File: src/rtl/qfo_map.svh
// register offsets, reset values and timing counts of the quadrature feedback output
// assumes inclusion by name from the design files, no other dependency
`ifndef QFO_MAP_SVH
`define QFO_MAP_SVH

// register byte offsets, one aligned word each
`define QFO_REG_RES        8'h00
`define QFO_REG_LEAD       8'h04
`define QFO_REG_VLIM       8'h08
`define QFO_REG_EDGES      8'h0c
`define QFO_REG_STATUS     8'h10

// field positions
`define QFO_LEAD_BIT       0
`define QFO_STATUS_BUSY    0

// resolution setting, total a/b edges per revolution
`define QFO_RES_RESET      23'd81920
`define QFO_RES_MAX        23'd5242880
`define QFO_LEAD_RESET     1'b0

// internal position counts per revolution and per reference pulse (80 per revolution)
`define QFO_POS_PER_REV    24'd2621440
`define QFO_Z_PER_REV      24'd80
`define QFO_POS_PER_Z      (`QFO_POS_PER_REV / `QFO_Z_PER_REV)
`define QFO_Z_WIDTH        16'd256

// edge rate ceiling and clock
`define QFO_MAX_EDGE_HZ    3125000
`define QFO_CLK_HZ         100000000
`define QFO_EDGE_GAP_CYC   ((`QFO_CLK_HZ + `QFO_MAX_EDGE_HZ - 1) / `QFO_MAX_EDGE_HZ)

// velocity limit in 0.001 rev/s: min(ceiling, edge rate * 1000 / resolution)
`define QFO_VLIM_NUM       32'd3125000000
`define QFO_VLIM_CEIL      32'd10000
`define QFO_VLIM_RESET     32'd10000

`endif

File: src/rtl/qfo_pkg.sv
// types of the quadrature feedback output
// assumes qfo_map.svh for all numeric constants
package qfo_pkg;

   // divider sequencer, one bit changes per step except done back to idle
   typedef enum logic [1:0] {
      QFO_DIV_IDLE = 2'b00,
      QFO_DIV_RUN  = 2'b01,
      QFO_DIV_DONE = 2'b11
   } qfo_div_state_t;

   typedef logic [1:0] qfo_phase_t;

endpackage : qfo_pkg

File: src/rtl/qfo_top.sv
// quadrature feedback output: a/b/z generation from internal position steps,
// resolution and leading phase registers, velocity limit and signed edge count
// assumes pos_step/pos_dir/home_set come from logic on sys_clk, register master on sys_clk
//
// Notes on behaviour
// - after reset the resolution is 81920 a/b edges per revolution, 20480 per phase.
// - a resolution write of 0 to 5242880 is accepted; larger values are ignored.
// - exactly 80 z pulses come out per revolution whatever the resolution.
// - a/b edges are spaced so the combined rate never passes 3125000 per second, except when a lead select write swaps a and b.
// - the resolution sets edges per revolution and a separate bit picks the leading phase.
// - with lead select 0 phase a leads clockwise, with 1 phase b leads clockwise.
// - a resolution of zero stops all a/b edges except those of a lead select write swapping a and b.
// - the fractional residue is accumulated and referred to the home position.
// - each accepted resolution write recomputes the velocity limit from the edge rate ceiling.
// - the requested move speed is clamped to the velocity limit.
// - the z rising edge sits at the same position in both directions.
// - a, b and z are not aligned to each other; the receiver treats them separately.
// - a signed 32-bit count of emitted edges is kept and readable.
//
// The implementer's own choices: the register offsets and the plain strobed port.
`include "qfo_map.svh"

module qfo_top (
   input  wire logic        sys_clk,
   input  wire logic        reset_n,
   input  wire logic [7:0]  reg_addr,
   input  wire logic [31:0] reg_wdata,
   input  wire logic        reg_wr,
   input  wire logic        reg_rd,
   output logic      [31:0] reg_rdata,
   input  wire logic        pos_step,
   input  wire logic        pos_dir,
   input  wire logic        home_set,
   input  wire logic [31:0] move_speed_req,
   output logic      [31:0] move_speed_out,
   output logic             phase_a_out,
   output logic             phase_a_n_out,
   output logic             phase_b_out,
   output logic             phase_b_n_out,
   output logic             reference_phase_out,
   output logic             reference_phase_n_out
);

   localparam logic [5:0]  EDGE_GAP = 6'(`QFO_EDGE_GAP_CYC);
   localparam logic [23:0] POS_REV  = `QFO_POS_PER_REV;
   localparam logic [23:0] POS_Z    = 24'(`QFO_POS_PER_Z);

   logic [22:0]              feedback_resolution_q;
   logic                     leading_phase_select_q;
   logic [31:0]              velocity_limit_q;
   logic [31:0]              feedback_edge_count_q;
   logic [23:0]              resid_q;
   logic [23:0]              resid_d;
   logic signed [3:0]        pend_q;
   logic signed [3:0]        pend_d;
   logic [5:0]               gap_q;
   qfo_pkg::qfo_phase_t      phase_q;
   logic [23:0]              zpos_q;
   logic [15:0]              zrem_q;
   logic                     z_q;
   qfo_pkg::qfo_div_state_t  div_state_q;
   logic [31:0]              div_num_q;
   logic [32:0]              div_rem_q;
   logic [31:0]              div_quo_q;
   logic [5:0]               div_cnt_q;
   logic [31:0]              rdata_q;
   logic                     a_q;
   logic                     b_q;
   logic [31:0]              speed_q;

   // register decode
   wire        sel_res    = (reg_addr == `QFO_REG_RES);
   wire        sel_lead   = (reg_addr == `QFO_REG_LEAD);
   wire        sel_vlim   = (reg_addr == `QFO_REG_VLIM);
   wire        sel_edges  = (reg_addr == `QFO_REG_EDGES);
   wire        sel_status = (reg_addr == `QFO_REG_STATUS);
   wire        res_ok     = (reg_wdata <= {9'h000, `QFO_RES_MAX});
   wire        wr_res     = reg_wr && sel_res && res_ok;
   wire        div_busy   = (div_state_q != qfo_pkg::QFO_DIV_IDLE);
   wire [31:0] rd_mux     = sel_res    ? {9'h000, feedback_resolution_q} :
                            sel_lead   ? {31'h0, leading_phase_select_q} :
                            sel_vlim   ? velocity_limit_q :
                            sel_edges  ? feedback_edge_count_q :
                            sel_status ? {31'h0, div_busy} :
                                         32'h00000000;

   // register writes; lead select changes reach a and b two cycles after the write strobe, without waiting for an edge
   always_ff @(posedge sys_clk or negedge reset_n) begin
      if (!reset_n) begin
         feedback_resolution_q  <= `QFO_RES_RESET;
         leading_phase_select_q <= `QFO_LEAD_RESET;
      end else begin
         if (wr_res) begin
            feedback_resolution_q <= reg_wdata[22:0];
         end
         if (reg_wr && sel_lead) begin
            leading_phase_select_q <= reg_wdata[`QFO_LEAD_BIT];
         end
      end
   end

   // read data stands one cycle after the strobe and only then
   always_ff @(posedge sys_clk or negedge reset_n) begin
      if (!reset_n) begin
         rdata_q <= 32'h00000000;
      end else begin
         rdata_q <= reg_rd ? rd_mux : 32'h00000000;
      end
   end
   assign reg_rdata = rdata_q;

   // residue accumulator: resolution added per forward step and subtracted per reverse step, wrapping at one revolution
   wire [24:0] fwd_sum  = {1'b0, resid_q} + {2'b00, feedback_resolution_q};
   wire [24:0] fwd_one  = fwd_sum - {1'b0, POS_REV};
   wire [24:0] fwd_two  = fwd_sum - {POS_REV, 1'b0};
   wire [24:0] bwd_dif  = {1'b0, resid_q} - {2'b00, feedback_resolution_q};
   wire [24:0] bwd_one  = bwd_dif + {1'b0, POS_REV};
   wire [24:0] bwd_two  = bwd_dif + {POS_REV, 1'b0};
   logic signed [2:0] step_edges;
   always_comb begin
      resid_d    = resid_q;
      step_edges = 3'sd0;
      if (pos_step) begin
         if (pos_dir) begin
            if (!fwd_two[24]) begin
               resid_d    = fwd_two[23:0];
               step_edges = 3'sd2;
            end else if (!fwd_one[24]) begin
               resid_d    = fwd_one[23:0];
               step_edges = 3'sd1;
            end else begin
               resid_d    = fwd_sum[23:0];
            end
         end else begin
            if (!bwd_dif[24]) begin
               resid_d    = bwd_dif[23:0];
            end else if (!bwd_one[24]) begin
               resid_d    = bwd_one[23:0];
               step_edges = -3'sd1;
            end else begin
               resid_d    = bwd_two[23:0];
               step_edges = -3'sd2;
            end
         end
      end
   end

   // edge emission, at most one edge per gap; pending saturates at +-7
   wire        res_zero = (feedback_resolution_q == 23'h000000);
   wire        emit     = (pend_q != 4'sd0) && (gap_q == 6'h00) && !res_zero;
   wire        emit_fwd = emit && !pend_q[3];
   wire signed [4:0] pend_sum = 5'(pend_q) + 5'(step_edges)
                                - (emit ? (emit_fwd ? 5'sd1 : -5'sd1) : 5'sd0);
   always_comb begin
      if (res_zero) begin
         pend_d = 4'sd0;
      end else if (pend_sum > 5'sd7) begin
         pend_d = 4'sd7;
      end else if (pend_sum < -5'sd7) begin
         pend_d = -4'sd7;
      end else begin
         pend_d = pend_sum[3:0];
      end
   end

   // accumulator, pending edges and spacing; home re-references the residue
   always_ff @(posedge sys_clk or negedge reset_n) begin
      if (!reset_n) begin
         resid_q <= 24'h000000;
         pend_q  <= 4'sd0;
         gap_q   <= 6'h00;
      end else begin
         resid_q <= home_set ? 24'h000000 : resid_d;
         pend_q  <= home_set ? 4'sd0 : pend_d;
         if (emit) begin
            gap_q <= EDGE_GAP - 6'h01;
         end else if (gap_q != 6'h00) begin
            gap_q <= gap_q - 6'h01;
         end
      end
   end

   // quadrature phase counter and signed edge count
   always_ff @(posedge sys_clk or negedge reset_n) begin
      if (!reset_n) begin
         phase_q               <= 2'b00;
         feedback_edge_count_q <= 32'h00000000;
      end else if (emit) begin
         phase_q               <= emit_fwd ? phase_q + 2'b01 : phase_q - 2'b01;
         feedback_edge_count_q <= emit_fwd ? feedback_edge_count_q + 32'h00000001
                                           : feedback_edge_count_q - 32'h00000001;
      end
   end

   // phase a leads forward in the raw sequence; the select swaps the pair
   wire raw_lead = phase_q[0] ^ phase_q[1];
   wire raw_lag  = phase_q[1];
   always_ff @(posedge sys_clk or negedge reset_n) begin
      if (!reset_n) begin
         a_q <= 1'b0;
         b_q <= 1'b0;
      end else begin
         a_q <= leading_phase_select_q ? raw_lag : raw_lead;
         b_q <= leading_phase_select_q ? raw_lead : raw_lag;
      end
   end
   assign phase_a_out   = a_q;
   assign phase_a_n_out = ~a_q;
   assign phase_b_out   = b_q;
   assign phase_b_n_out = ~b_q;

   // reference phase: position within one z period, pulse opened on crossing zero
   // either way and closed after a fixed count, so only the rising edge is repeatable
   wire        z_fwd_cross = pos_step && pos_dir && (zpos_q == POS_Z - 24'h000001);
   wire        z_bwd_cross = pos_step && !pos_dir && (zpos_q == 24'h000000);
   always_ff @(posedge sys_clk or negedge reset_n) begin
      if (!reset_n) begin
         zpos_q <= 24'h000000;
         zrem_q <= 16'h0000;
         z_q    <= 1'b0;
      end else if (home_set) begin
         zpos_q <= 24'h000000;
         zrem_q <= 16'h0000;
         z_q    <= 1'b0;
      end else if (pos_step) begin
         if (pos_dir) begin
            zpos_q <= z_fwd_cross ? 24'h000000 : zpos_q + 24'h000001;
         end else begin
            zpos_q <= z_bwd_cross ? POS_Z - 24'h000001 : zpos_q - 24'h000001;
         end
         if (z_fwd_cross || z_bwd_cross) begin
            z_q    <= 1'b1;
            zrem_q <= `QFO_Z_WIDTH - 16'h0001;
         end else if (zrem_q != 16'h0000) begin
            zrem_q <= zrem_q - 16'h0001;
         end else begin
            z_q    <= 1'b0;
         end
      end
   end
   // z runs off the position steps, not the edge pacer, so it is not aligned to a/b
   assign reference_phase_out   = z_q;
   assign reference_phase_n_out = ~z_q;

   // velocity limit: restoring divide of the rate ceiling by the resolution, rerun on write
   wire [32:0] div_try = {div_rem_q[31:0], div_num_q[31]};
   wire [32:0] div_sub = div_try - {10'h000, feedback_resolution_q};
   wire        div_fit = !div_sub[32];
   wire [31:0] vlim_res = (div_quo_q > `QFO_VLIM_CEIL) ? `QFO_VLIM_CEIL : div_quo_q;
   always_ff @(posedge sys_clk or negedge reset_n) begin
      if (!reset_n) begin
         div_state_q      <= qfo_pkg::QFO_DIV_IDLE;
         div_num_q        <= 32'h00000000;
         div_rem_q        <= 33'h0;
         div_quo_q        <= 32'h00000000;
         div_cnt_q        <= 6'h00;
         velocity_limit_q <= `QFO_VLIM_RESET;
      end else if (wr_res) begin
         div_state_q <= qfo_pkg::QFO_DIV_RUN;
         div_num_q   <= `QFO_VLIM_NUM;
         div_rem_q   <= 33'h0;
         div_quo_q   <= 32'h00000000;
         div_cnt_q   <= 6'h00;
      end else begin
         case (div_state_q)
            qfo_pkg::QFO_DIV_IDLE: begin
               div_cnt_q <= 6'h00;
            end
            qfo_pkg::QFO_DIV_RUN: begin
               div_num_q <= {div_num_q[30:0], 1'b0};
               div_rem_q <= div_fit ? div_sub : div_try;
               div_quo_q <= {div_quo_q[30:0], div_fit};
               div_cnt_q <= div_cnt_q + 6'h01;
               if (div_cnt_q == 6'd31) begin
                  div_state_q <= qfo_pkg::QFO_DIV_DONE;
               end
            end
            qfo_pkg::QFO_DIV_DONE: begin
               // zero resolution emits nothing, so the ceiling alone applies
               velocity_limit_q <= res_zero ? `QFO_VLIM_CEIL : vlim_res;
               div_state_q      <= qfo_pkg::QFO_DIV_IDLE;
            end
            default: begin
               div_state_q <= qfo_pkg::QFO_DIV_IDLE;
            end
         endcase
      end
   end

   // move speed clamp; the pulse train source is trusted to stay below the limit
   always_ff @(posedge sys_clk or negedge reset_n) begin
      if (!reset_n) begin
         speed_q <= 32'h00000000;
      end else begin
         speed_q <= (move_speed_req > velocity_limit_q) ? velocity_limit_q
                                                        : move_speed_req;
      end
   end
   assign move_speed_out = speed_q;

endmodule : qfo_top

File: config.mk
export PLATFORM = sky130hd
export DESIGN_NAME = qfo_top
export DESIGN_NICKNAME = d
export VERILOG_FILES = /design/src/rtl/qfo_pkg.sv /design/src/rtl/qfo_top.sv
export VERILOG_INCLUDE_DIRS = /design/src /design/src/rtl
export SDC_FILE = /design/constraint.sdc
export NUM_CORES = 1
export LEC_CHECK = 0
export BUFFER_PORTS_ARGS = -buffer_cell sky130_fd_sc_hd__buf_4
export CAP_MARGIN = 20
export CORE_MARGIN = 4
export CORE_UTILIZATION = 50
export DETAILED_ROUTE_END_ITERATION = 16
export PLACE_DENSITY = 0.77
export SYNTH_ARGS = -nofsm -noshare
export SYNTH_HDL_FRONTEND = slang
export SYNTH_SLANG_ARGS = --single-unit
export TNS_END_PERCENT = 100
File: constraint.sdc
create_clock -name sys_clk -period 5.9 [get_ports sys_clk]
set_clock_uncertainty 0.05 [all_clocks]
set_input_delay 0.885 -clock sys_clk [delete_from_list [all_inputs] [get_ports sys_clk]]
set_output_delay 0.885 -clock sys_clk [all_outputs]
set_load 0.1 [all_outputs]
==> results.yml, run 1 <==
clocking:
  clk_path_buf_depth: 3
  clkTransAtPathRegs_ns: 0.06
  tritoncts: "done"
  cts_root_buf: "clkbuf_16"
  numCtsBuffers: 38
  insertion_delay_ns: 0.55
  clock_sinks: 329
  htreeDepth: 2
yosys:
  synthTopCellsByArea: "dfrtp_1, ha_1, nand2_1, o21ai_0, a21oi_1"
  synth_top_area_share_pct: 37.4
  syn-cell-area_mm2: 0.0215
  synth_ff_type: "dfrtp_1"
  syn_avg_cell_area_um2: 8.63
  synth.distinct_cells: 82
  yosysWarnings: 0
  synthArstFlopShare_pct: 100
  synth-edff-count: 0
  syn_nets: 2729
  yosysSeqAreaShare_pct: 38.3
  synth_top_area_cell: "dfrtp_1"
  synth_cells: 2496
  synth_seq_cells: 329
setup_path:
  rr_startpoint: "feedback_resolution_q[14]"
  path_class: "reg -> reg"
  r2r_end: "pend_q[1]"
  worstPathRequired_ns: 6.34
  r2r_slack_ns: 0.22
  crit_path_start_kind: "flip-flop"
  worstPathMaxFanout: 4
  arrival_ns: 6.11
  reg2reg_depth: 23
  endpoint_kind: "flip-flop"
power_and_ir_drop:
  p_leak_nw: 11.5
  peakVddDrop_mv: 0.333
  p_int_mw: 5.83
  power.density_mw_per_mm2: 383
  clockPowerShare_pct: 26.7
  p_seq_share_pct: 29.1
  power_frac_comb_pct: 44.3
  switching_share_pct: 38.5
  p_switching_mw: 3.64
hold_path:
  hold_class: "in -> async"
route:
  drtIter0Drc: 1601
  totalWireLength_um: 59000
  ant_nets: 0
  drt_pre_antenna_iters: 6
  routedWlPerCell_um: 18.6
  num_vias: 19000
  avgViaCountPerCell: 6.00
  drc_errors: 0
place:
  dp_slack_ns: -0.0537
  gp_congestion: 0.917
  dp_hpwl_um: 42600
  io_buffers: 148
die:
  die_area_mm2: 0.0465
  ios: 149
  std_cell_rows: 75
  dieWidth_um: 216
  die_h_um: 216
  initial_core_util_pct: 51.0
  core-area_mm2: 0.0422
global_route:
  grt_use_total_pct: 24.7
  antenna_found_initial: 3
  grt_overflow_total: 0
  grt_pass1_wl_um: 95400
  grt_pass1_vias: 18300
  grt_max_degree: 142
cells_and_area:
  area_growth_pct: 14.8
  fillCellCount: 3620
  fin_nets: 2834
  multiInputGateArea_mm2: 0.0125
  seqCellArea_mm2: 0.00824
  drive_gt1_share_pct: 13.7
  diodes: 0
flow_run:
  cap_violations: 0
timing:
  period_share_pct: 96.2
  max_freq_ghz: 0.176
  setup_viol: 0
  worst_slew_pin_slew_ns: 1.05
  timing.final.hold_violations: 0
  slew_viol_final: 0
  finalCriticalPeriod_ns: 5.68
  slew_headroom_pct: 30.0
  layout_setup_ws_ns: 0.224
  tns_ns: 0
  rsz0062_at_grt: "yes"
outcome:
  outcome: "finished clean"
worst max path at each step:
stage                               from                   endpoint
6_report       feedback_resolution_q[14]                  pend_q[1]
5_1_grt        feedback_resolution_q[15]                  pend_q[0]
4_1_cts        feedback_resolution_q[14]                  pend_q[0]
3_5_place_dp   feedback_resolution_q[14]                  pend_q[0]
3_3_place_gp   feedback_resolution_q[14]                  pend_q[0]
2_1_floorplan                   gap_q[0]  feedback_edge_count_q[28]
layout make-up:
class                      count  share of cell area (%)
tap                          539                    2.73
clock buffer                  51                    4.41
sequential                   329                    33.3
clock inverter                16                   0.976
inverter                     138                    2.09
multi-input combinational   1902                    50.5
timing repair buffer         192                    5.98
flip-flops by register name, indices dropped and copies added, names as in the netlist, 6 cells and up:
register and cells:
feedback_edge_count_q 32, div_num_q 26, reg_rdata 32, resid_q 24
div_rem_q 32, div_cnt_q 6, move_speed_out 32, gap_q 6
zpos_q 24, zrem_q 16, velocity_limit_q 32, div_quo_q 32
feedback_resolution_q 23
per-stage QoR:
step	cells	util, %	total power, mW	area, um^2	hold WS [ns]
finish	3167	58.6	9.48	24700	0.253
global route	3167	58.6	10.1	24700	0.304
CTS	3155	57.9	9.32	24500	0.289
detailed placement	3088	54.8	6.75	23100	0.415
global placement	3088	54.8	6.62	23100	0.408
floorplan	2496	-	5.83	21500	0.395
power by group through the flow:
stage                     clock network [mW]  registers [mW]  logic [mW]
after floorplan                            0            2.85        2.97
after global placement                     0            2.77        3.84
after detailed placement                   0            2.79        3.96
after CTS                               2.56            2.75        4.00
after global routing                    2.67            2.79        4.63
final                                   2.53            2.76        4.19
Yosys cell counts, types with 30 or more instances:
master,number
dfrtp_1,322
nand2_1,315
o21ai_0,215
nor2_1,211
a21oi_1,179
ha_1,147
inv_1,137
clkbuf_1,108
mux2i_1,68
xnor2_1,67
a21o_1,57
nand3_1,57
nor3_1,53
a211oi_1,47
xor2_1,38
mux2_2,37
nor4_1,30
cells in the final DEF (no fill, tap or decap), types with 10 or more instances in the layout:
master	count
o31ai_1	12
clkbuf_16	40
o41ai_1	10
a211oi_1	47
nand2b_1	28
a21o_1	57
o211ai_1	14
o21ai_0	213
nand2_1	314
a31oi_1	19
a22o_1	12
mux2i_1	68
buf_4	189
nor4_1	26
a21oi_1	178
xnor2_1	65
nand3_1	57
mux2_2	36
nand4_1	20
and3_1	20
o21a_1	19
ha_1	138
dfrtp_1	320
o21bai_1	14
a22oi_1	12
and2_1	11
xor2_1	37
nor2b_1	25
inv_1	135
nor3_1	53
or4_1	11
nor2_1	209
or3_1	21
per-layer routing:
layer | GRT usage [%] | vias to the layer above | part of all wire, %
met3 | 3.54 | 108 | 6.5
met4 | 8.10 | 0 | 3.1
met5 | 0 | - | 0
met1 | 34.5 | 9185 | 44
li1 | - | 9047 | -
met2 | 39.8 | 671 | 47
timing repair:
item                       in CTS  in global routing
hold buffers                    0                  0
setup endpoints to repair       3                  5
buffers inserted                0                 11
resized for setup               1                 33
pin swaps                       0                  9
logic make-up (layout without fill, tap and decap cells):
family                     after synthesis  count (layout)  synth area share, %
buffers and inverters                  265             397                 4.73
adders and majority gates              156             156                 9.28
muxes                                  106             106                 5.16
AOI/OAI and AO/OA                      686             686                 19.8
DFF                                    329             329                 38.3
xor gates and xnor gates               105             105                 4.27
and+or+nand+nor                        849             849                 18.5
worst max-delay path, cell delays in order (launching register included):
cell and delay, ns:
dfstp_2 0.54, inv_1 0.07, ha_1 0.31, or4_4 0.46
or4_4 0.46, nor2_4 0.15, nand2_2 0.09, o32ai_4 0.37
o32ai_2 0.18, nor4b_4 0.32, nor2_2 0.09, xor2_2 0.18
mux2_4 0.28, nor2_2 0.10, fa_1 0.45, inv_1 0.11
fa_2 0.22, inv_1 0.04, a21o_1 0.16, a21oi_1 0.17
xnor2_1 0.20, xnor2_2 0.15, maj3_1 0.37, nor2_1 0.09
Power figures use the tool's default switching activity.
==> inputs of run 2 (changes only) <==
CELL_PAD_IN_SITES_DETAIL_PLACEMENT = 1   (was not set)
CELL_PAD_IN_SITES_GLOBAL_PLACEMENT = 1   (was not set)
CORE_UTILIZATION = 43   (was 50)
GPL_ROUTABILITY_DRIVEN = 1   (was not set)
PLACE_DENSITY = 0.9   (was 0.77)
==> results.yml, run 2 (synthesis gave the netlist of run 1 again) <==
setup_path:
  arrival_ns: 6.35
  path_class: "reg -> reg"
  worstPathMaxFanout: 5
  reg2reg_depth: 23
  crit_path_start_kind: "flip-flop"
  r2r_end: "pend_q[1]"
  rr_startpoint: "feedback_resolution_q[3]"
  r2r_slack_ns: 0.003
  worstPathRequired_ns: 6.35
  endpoint_kind: "flip-flop"
clocking:
  clk_path_buf_depth: 3
  clkTransAtPathRegs_ns: 0.06
  cts_root_buf: "clkbuf_16"
  htreeDepth: 2
  numCtsBuffers: 40
  insertion_delay_ns: 0.58
  cts_hold_buf: 0
  clock_sinks: 329
  tritoncts: "done"
power_and_ir_drop:
  p_leak_nw: 11.5
  power.density_mw_per_mm2: 402
  peakVddDrop_mv: 0.224
route:
  drtIter0Drc: 1248
  routedWlPerCell_um: 23.0
  drc_errors: 0
  ant_nets: 0
  num_vias: 20200
  totalWireLength_um: 76000
  drt_pre_antenna_iters: 7
  avgViaCountPerCell: 6.12
timing:
  finalCriticalPeriod_ns: 5.90
  slew_viol_final: 0
  setup_viol: 0
  hold_slack_ns: 0.291
  slew_headroom_pct: 27.5
  layout_setup_ws_ns: 0.00333
  timing.final.hold_violations: 0
  max_freq_ghz: 0.170
  rsz0062_at_grt: "yes"
  period_share_pct: 99.9
  worst_slew_pin_slew_ns: 1.09
cells_and_area:
  final_cell_mix: "dfrtp_1, nand2_1, o21ai_0"
  fillCellCount: 5829
  multiInputGateArea_mm2: 0.0126
  fin_nets: 2848
  final_common_cell: "dfrtp_1"
  drive_gt1_share_pct: 14.7
  area_growth_pct: 16.3
  diodes: 0
  seqCellArea_mm2: 0.00824
die:
  ios: 149
  std_cell_rows: 81
  die_h_um: 232
  die_area_mm2: 0.0537
  initial_core_util_pct: 43.7
  dieWidth_um: 232
  core-area_mm2: 0.0493
global_route:
  grt_use_total_pct: 27.4
  grt_pass1_vias: 21800
  grt_max_degree: 152
  grt_pass1_wl_um: 120000
  grt_overflow_total: 0
  antenna_found_initial: 0
place:
  dp_slack_ns: -0.0775
  gp_congestion: 0.932
  io_buffers: 148
  dp_hpwl_um: 52000
outcome:
  outcome: "finished clean"
flow_run:
  cap_violations: 0
hold_path:
  hold_class: "in -> async"
==> run 2: worst max-delay path, stage by stage (launching register included) <==
cell and delay, ns:
dfrtp_2 0.43, inv_1 0.12, ha_2 0.40, inv_1 0.09, a211o_1 0.31, a31o_2 0.30
or4_4 0.47, a311oi_4 0.45, o32ai_4 0.16, nor4b_4 0.33, nor2_2 0.06, xor2_1 0.24
mux2_4 0.22, nor2_4 0.04, fa_1 0.54, inv_1 0.06, fa_2 0.35, inv_2 0.05
a21o_1 0.15, a21oi_2 0.09, xnor2_2 0.21, xnor2_2 0.16, maj3_1 0.41, nor2_1 0.12
==> run 2: metal layers <==
| metal | vias up | track usage, % | part of all wire [%] |
|---|---|---|---|
| met5 | - | 0 | 0 |
| met4 | 0 | 12.4 | 4.9 |
| met3 | 243 | 3.74 | 5.0 |
| met2 | 694 | 47.6 | 49 |
| met1 | 10200 | 33.9 | 41 |
| li1 | 9052 | - | - |
==> run 2: how the worst max path moves through the flow <==
stage | startpoint | endpoint | cells after the start
after global placement | feedback_resolution_q[14] | pend_q[0] | 27
after floorplan | gap_q[0] | feedback_edge_count_q[28] | 21
after CTS | feedback_resolution_q[14] | pend_q[1] | 26
after detailed placement | feedback_resolution_q[15] | pend_q[0] | 27
after global routing | feedback_resolution_q[3] | pend_q[0] | 24
final | feedback_resolution_q[3] | pend_q[1] | 23
==> run 2: through the flow <==
step	utilization, %	power, mW	cells	TNS [ns]	area, um^2
floorplan	-	5.83	2496	0	21500
global placement	47.4	6.65	3219	0	23300
detailed placement	47.4	6.96	3219	-0.186	23300
finish	50.8	10.1	3307	0	25000
global route	50.8	10.6	3307	-0.405	25000
CTS	50.1	9.75	3290	0	24700
==> run 2: final cells by class <==
cell class / instances / area share, %
clock buffer: 53 / 4.47
clock inverter: 17 / 0.834
inverter: 138 / 2.09
multi-input combinational: 1902 / 50.1
sequential: 329 / 32.9
tap: 664 / 3.32
timing repair buffer: 204 / 6.23
==> run 2: power by group <==
part           switching [mW]  internal, mW  total [mW]  leakage [nW]
logic                    2.86          1.89        4.75          6.97
clock network            1.10          1.45        2.54         0.647
registers               0.283          2.50        2.78          3.92
total                    4.24          5.83        10.1          11.5
==> run 2: what timing repair did <==
item | 4_1_cts | 5_1_grt
endpoints found under the setup margin | 3 | 7
buffers inserted | 1 | 15
resized for setup | 7 | 47
pin swaps | 2 | 23
==> inputs of run 3 (changes only) <==
REMOVE_ABC_BUFFERS = 1   (was not set)
==> results.yml, run 3 (synthesis gave the netlist of run 1 again) <==
power_and_ir_drop:
  p_leak_nw: 11.6
  peakVddDrop_mv: 0.238
  power.density_mw_per_mm2: 407
  finalPower_mw: 10.3
setup_path:
  endpoint_kind: "flip-flop"
  path_class: "reg -> reg"
  worstPathMaxFanout: 4
  worstPathRequired_ns: 6.34
  crit_path_top_delay_cell: "fa_1"
  cp_slowest_stage_delay_ns: 0.56
  arrival_ns: 6.28
  crit_path_start_kind: "flip-flop"
global_route:
  grt_max_degree: 150
  grt_use_total_pct: 27.7
  grt_overflow_total: 0
  grt_pass1_vias: 21700
  grt_pass1_wl_um: 121000
  antenna_found_initial: 0
outcome:
  outcome: "finished clean"
clocking:
  tritoncts: "done"
  numCtsBuffers: 38
  clock_sinks: 329
  clk_path_buf_depth: 3
  cts_root_buf: "clkbuf_16"
  htreeDepth: 2
  cts_hold_buf: 0
  insertion_delay_ns: 0.60
  clkTransAtPathRegs_ns: 0.07
die:
  die_area_mm2: 0.0537
  std_cell_rows: 81
  initial_core_util_pct: 43.7
  dieWidth_um: 232
  core-area_mm2: 0.0493
  ios: 149
  die_h_um: 232
route:
  drt_pre_antenna_iters: 5
  drc_errors: 0
  routedWlPerCell_um: 23.6
  drtIter0Drc: 1559
  avgViaCountPerCell: 6.12
  num_vias: 20200
  ant_nets: 0
  totalWireLength_um: 78200
timing:
  slew_viol_final: 0
  period_share_pct: 98.8
  slew_headroom_pct: 33.4
  finalCriticalPeriod_ns: 5.83
  rsz0062_at_grt: "yes"
  setup_viol: 0
  max_freq_ghz: 0.172
  layout_setup_ws_ns: 0.0693
  timing.final.hold_violations: 0
  worst_slew_pin_slew_ns: 0.999
hold_path:
  hold_class: "in -> async"
cells_and_area:
  final_common_cell: "dfrtp_1"
  fillCellCount: 5770
  final_cell_mix: "dfrtp_1, nand2_1, o21ai_0"
  drive_gt1_share_pct: 15.0
  area_growth_pct: 17.2
  multiInputGateArea_mm2: 0.0126
  fin_nets: 2852
  seqCellArea_mm2: 0.00824
  stdcell_count: 3310
  diodes: 0
place:
  dpl.cell_count: 3214
  io_buffers: 148
  dp_hpwl_um: 51000
  dp_slack_ns: -0.165
  gp_congestion: 0.925
flow_run:
  cap_violations: 0
-- run 3: worst max-delay path, delay by kind of cell, from the launching register on --
family                     cells  cell delay, ns
xor gates and xnor gates       3            0.64
muxes                          2            0.46
adders and majority gates      4            1.35
buffers and inverters          3            0.20
and+or+nand+nor                7            1.15
DFF                            1            0.43
AOI/OAI and AO/OA              6            1.42
-- run 3: path summary, 6_finish.rpt --
path                       startpoint                        end  slack (ns)  depth (start not counted)
max                        resid_q[0]                  pend_q[0]        0.07                         25
min                           reset_n              div_rem_q[29]        0.23                          1
max reg2reg                resid_q[0]                  pend_q[0]        0.07                         25
min reg2reg                zrem_q[10]                 zrem_q[10]        0.44                          1
max in group asynchronous     reset_n  feedback_edge_count_q[28]        4.24                          2
min in group sys_clk       zrem_q[10]                 zrem_q[10]        0.44                          1
-- run 3: layout make-up --
| cell class | count | area share (%) |
|---|---|---|
| multi-input cells | 1902 | 50.1 |
| flip-flops and latches | 329 | 32.7 |
| repair buffers | 210 | 6.55 |
| clock buffers | 49 | 4.21 |
| well taps | 664 | 3.29 |
| inverters | 138 | 2.05 |
| clock inverters | 18 | 1.16 |
-- run 3: routing by layer --
| metal | GRT usage, % | share of wire [%] | vias to the layer above |
|---|---|---|---|
| li1 | - | - | 9064 |
| met3 | 3.58 | 4.8 | 270 |
| met2 | 47.6 | 49 | 746 |
| met5 | 0 | 0 | - |
| met1 | 34.7 | 41 | 10200 |
| met4 | 12.9 | 5.6 | 0 |
-- run 3: power by group --
group / internal [mW] / switching (mW) / leakage [nW] / total (mW)
Combinational: 1.95 / 2.89 / 7.02 / 4.84
Sequential: 2.50 / 0.282 / 3.91 / 2.78
Clock: 1.59 / 1.07 / 0.667 / 2.65
-- run 3: what timing repair did --
item / 4_1_cts / 5_1_grt
buffers inserted: 11 / 13
endpoints found under the setup margin: 4 / 9
resized for setup: 18 / 48
pin swaps: 10 / 10
-- run 3: metrics by stage --
| stage | hold WS (ns) | cell area, um^2 | util [%] | setup TNS, ns |
|---|---|---|---|---|
| 5_1_grt | 0.264 | 25200 | 51.3 | -0.356 |
| 3_3_place_gp | 0.410 | 23300 | 47.3 | 0 |
| 2_1_floorplan | 0.395 | 21000 | - | -4.17 |
| 3_5_place_dp | 0.420 | 23300 | 47.3 | -0.442 |
| 4_1_cts | 0.239 | 24800 | 50.4 | 0 |
| 6_report | 0.226 | 25200 | 51.3 | 0 |
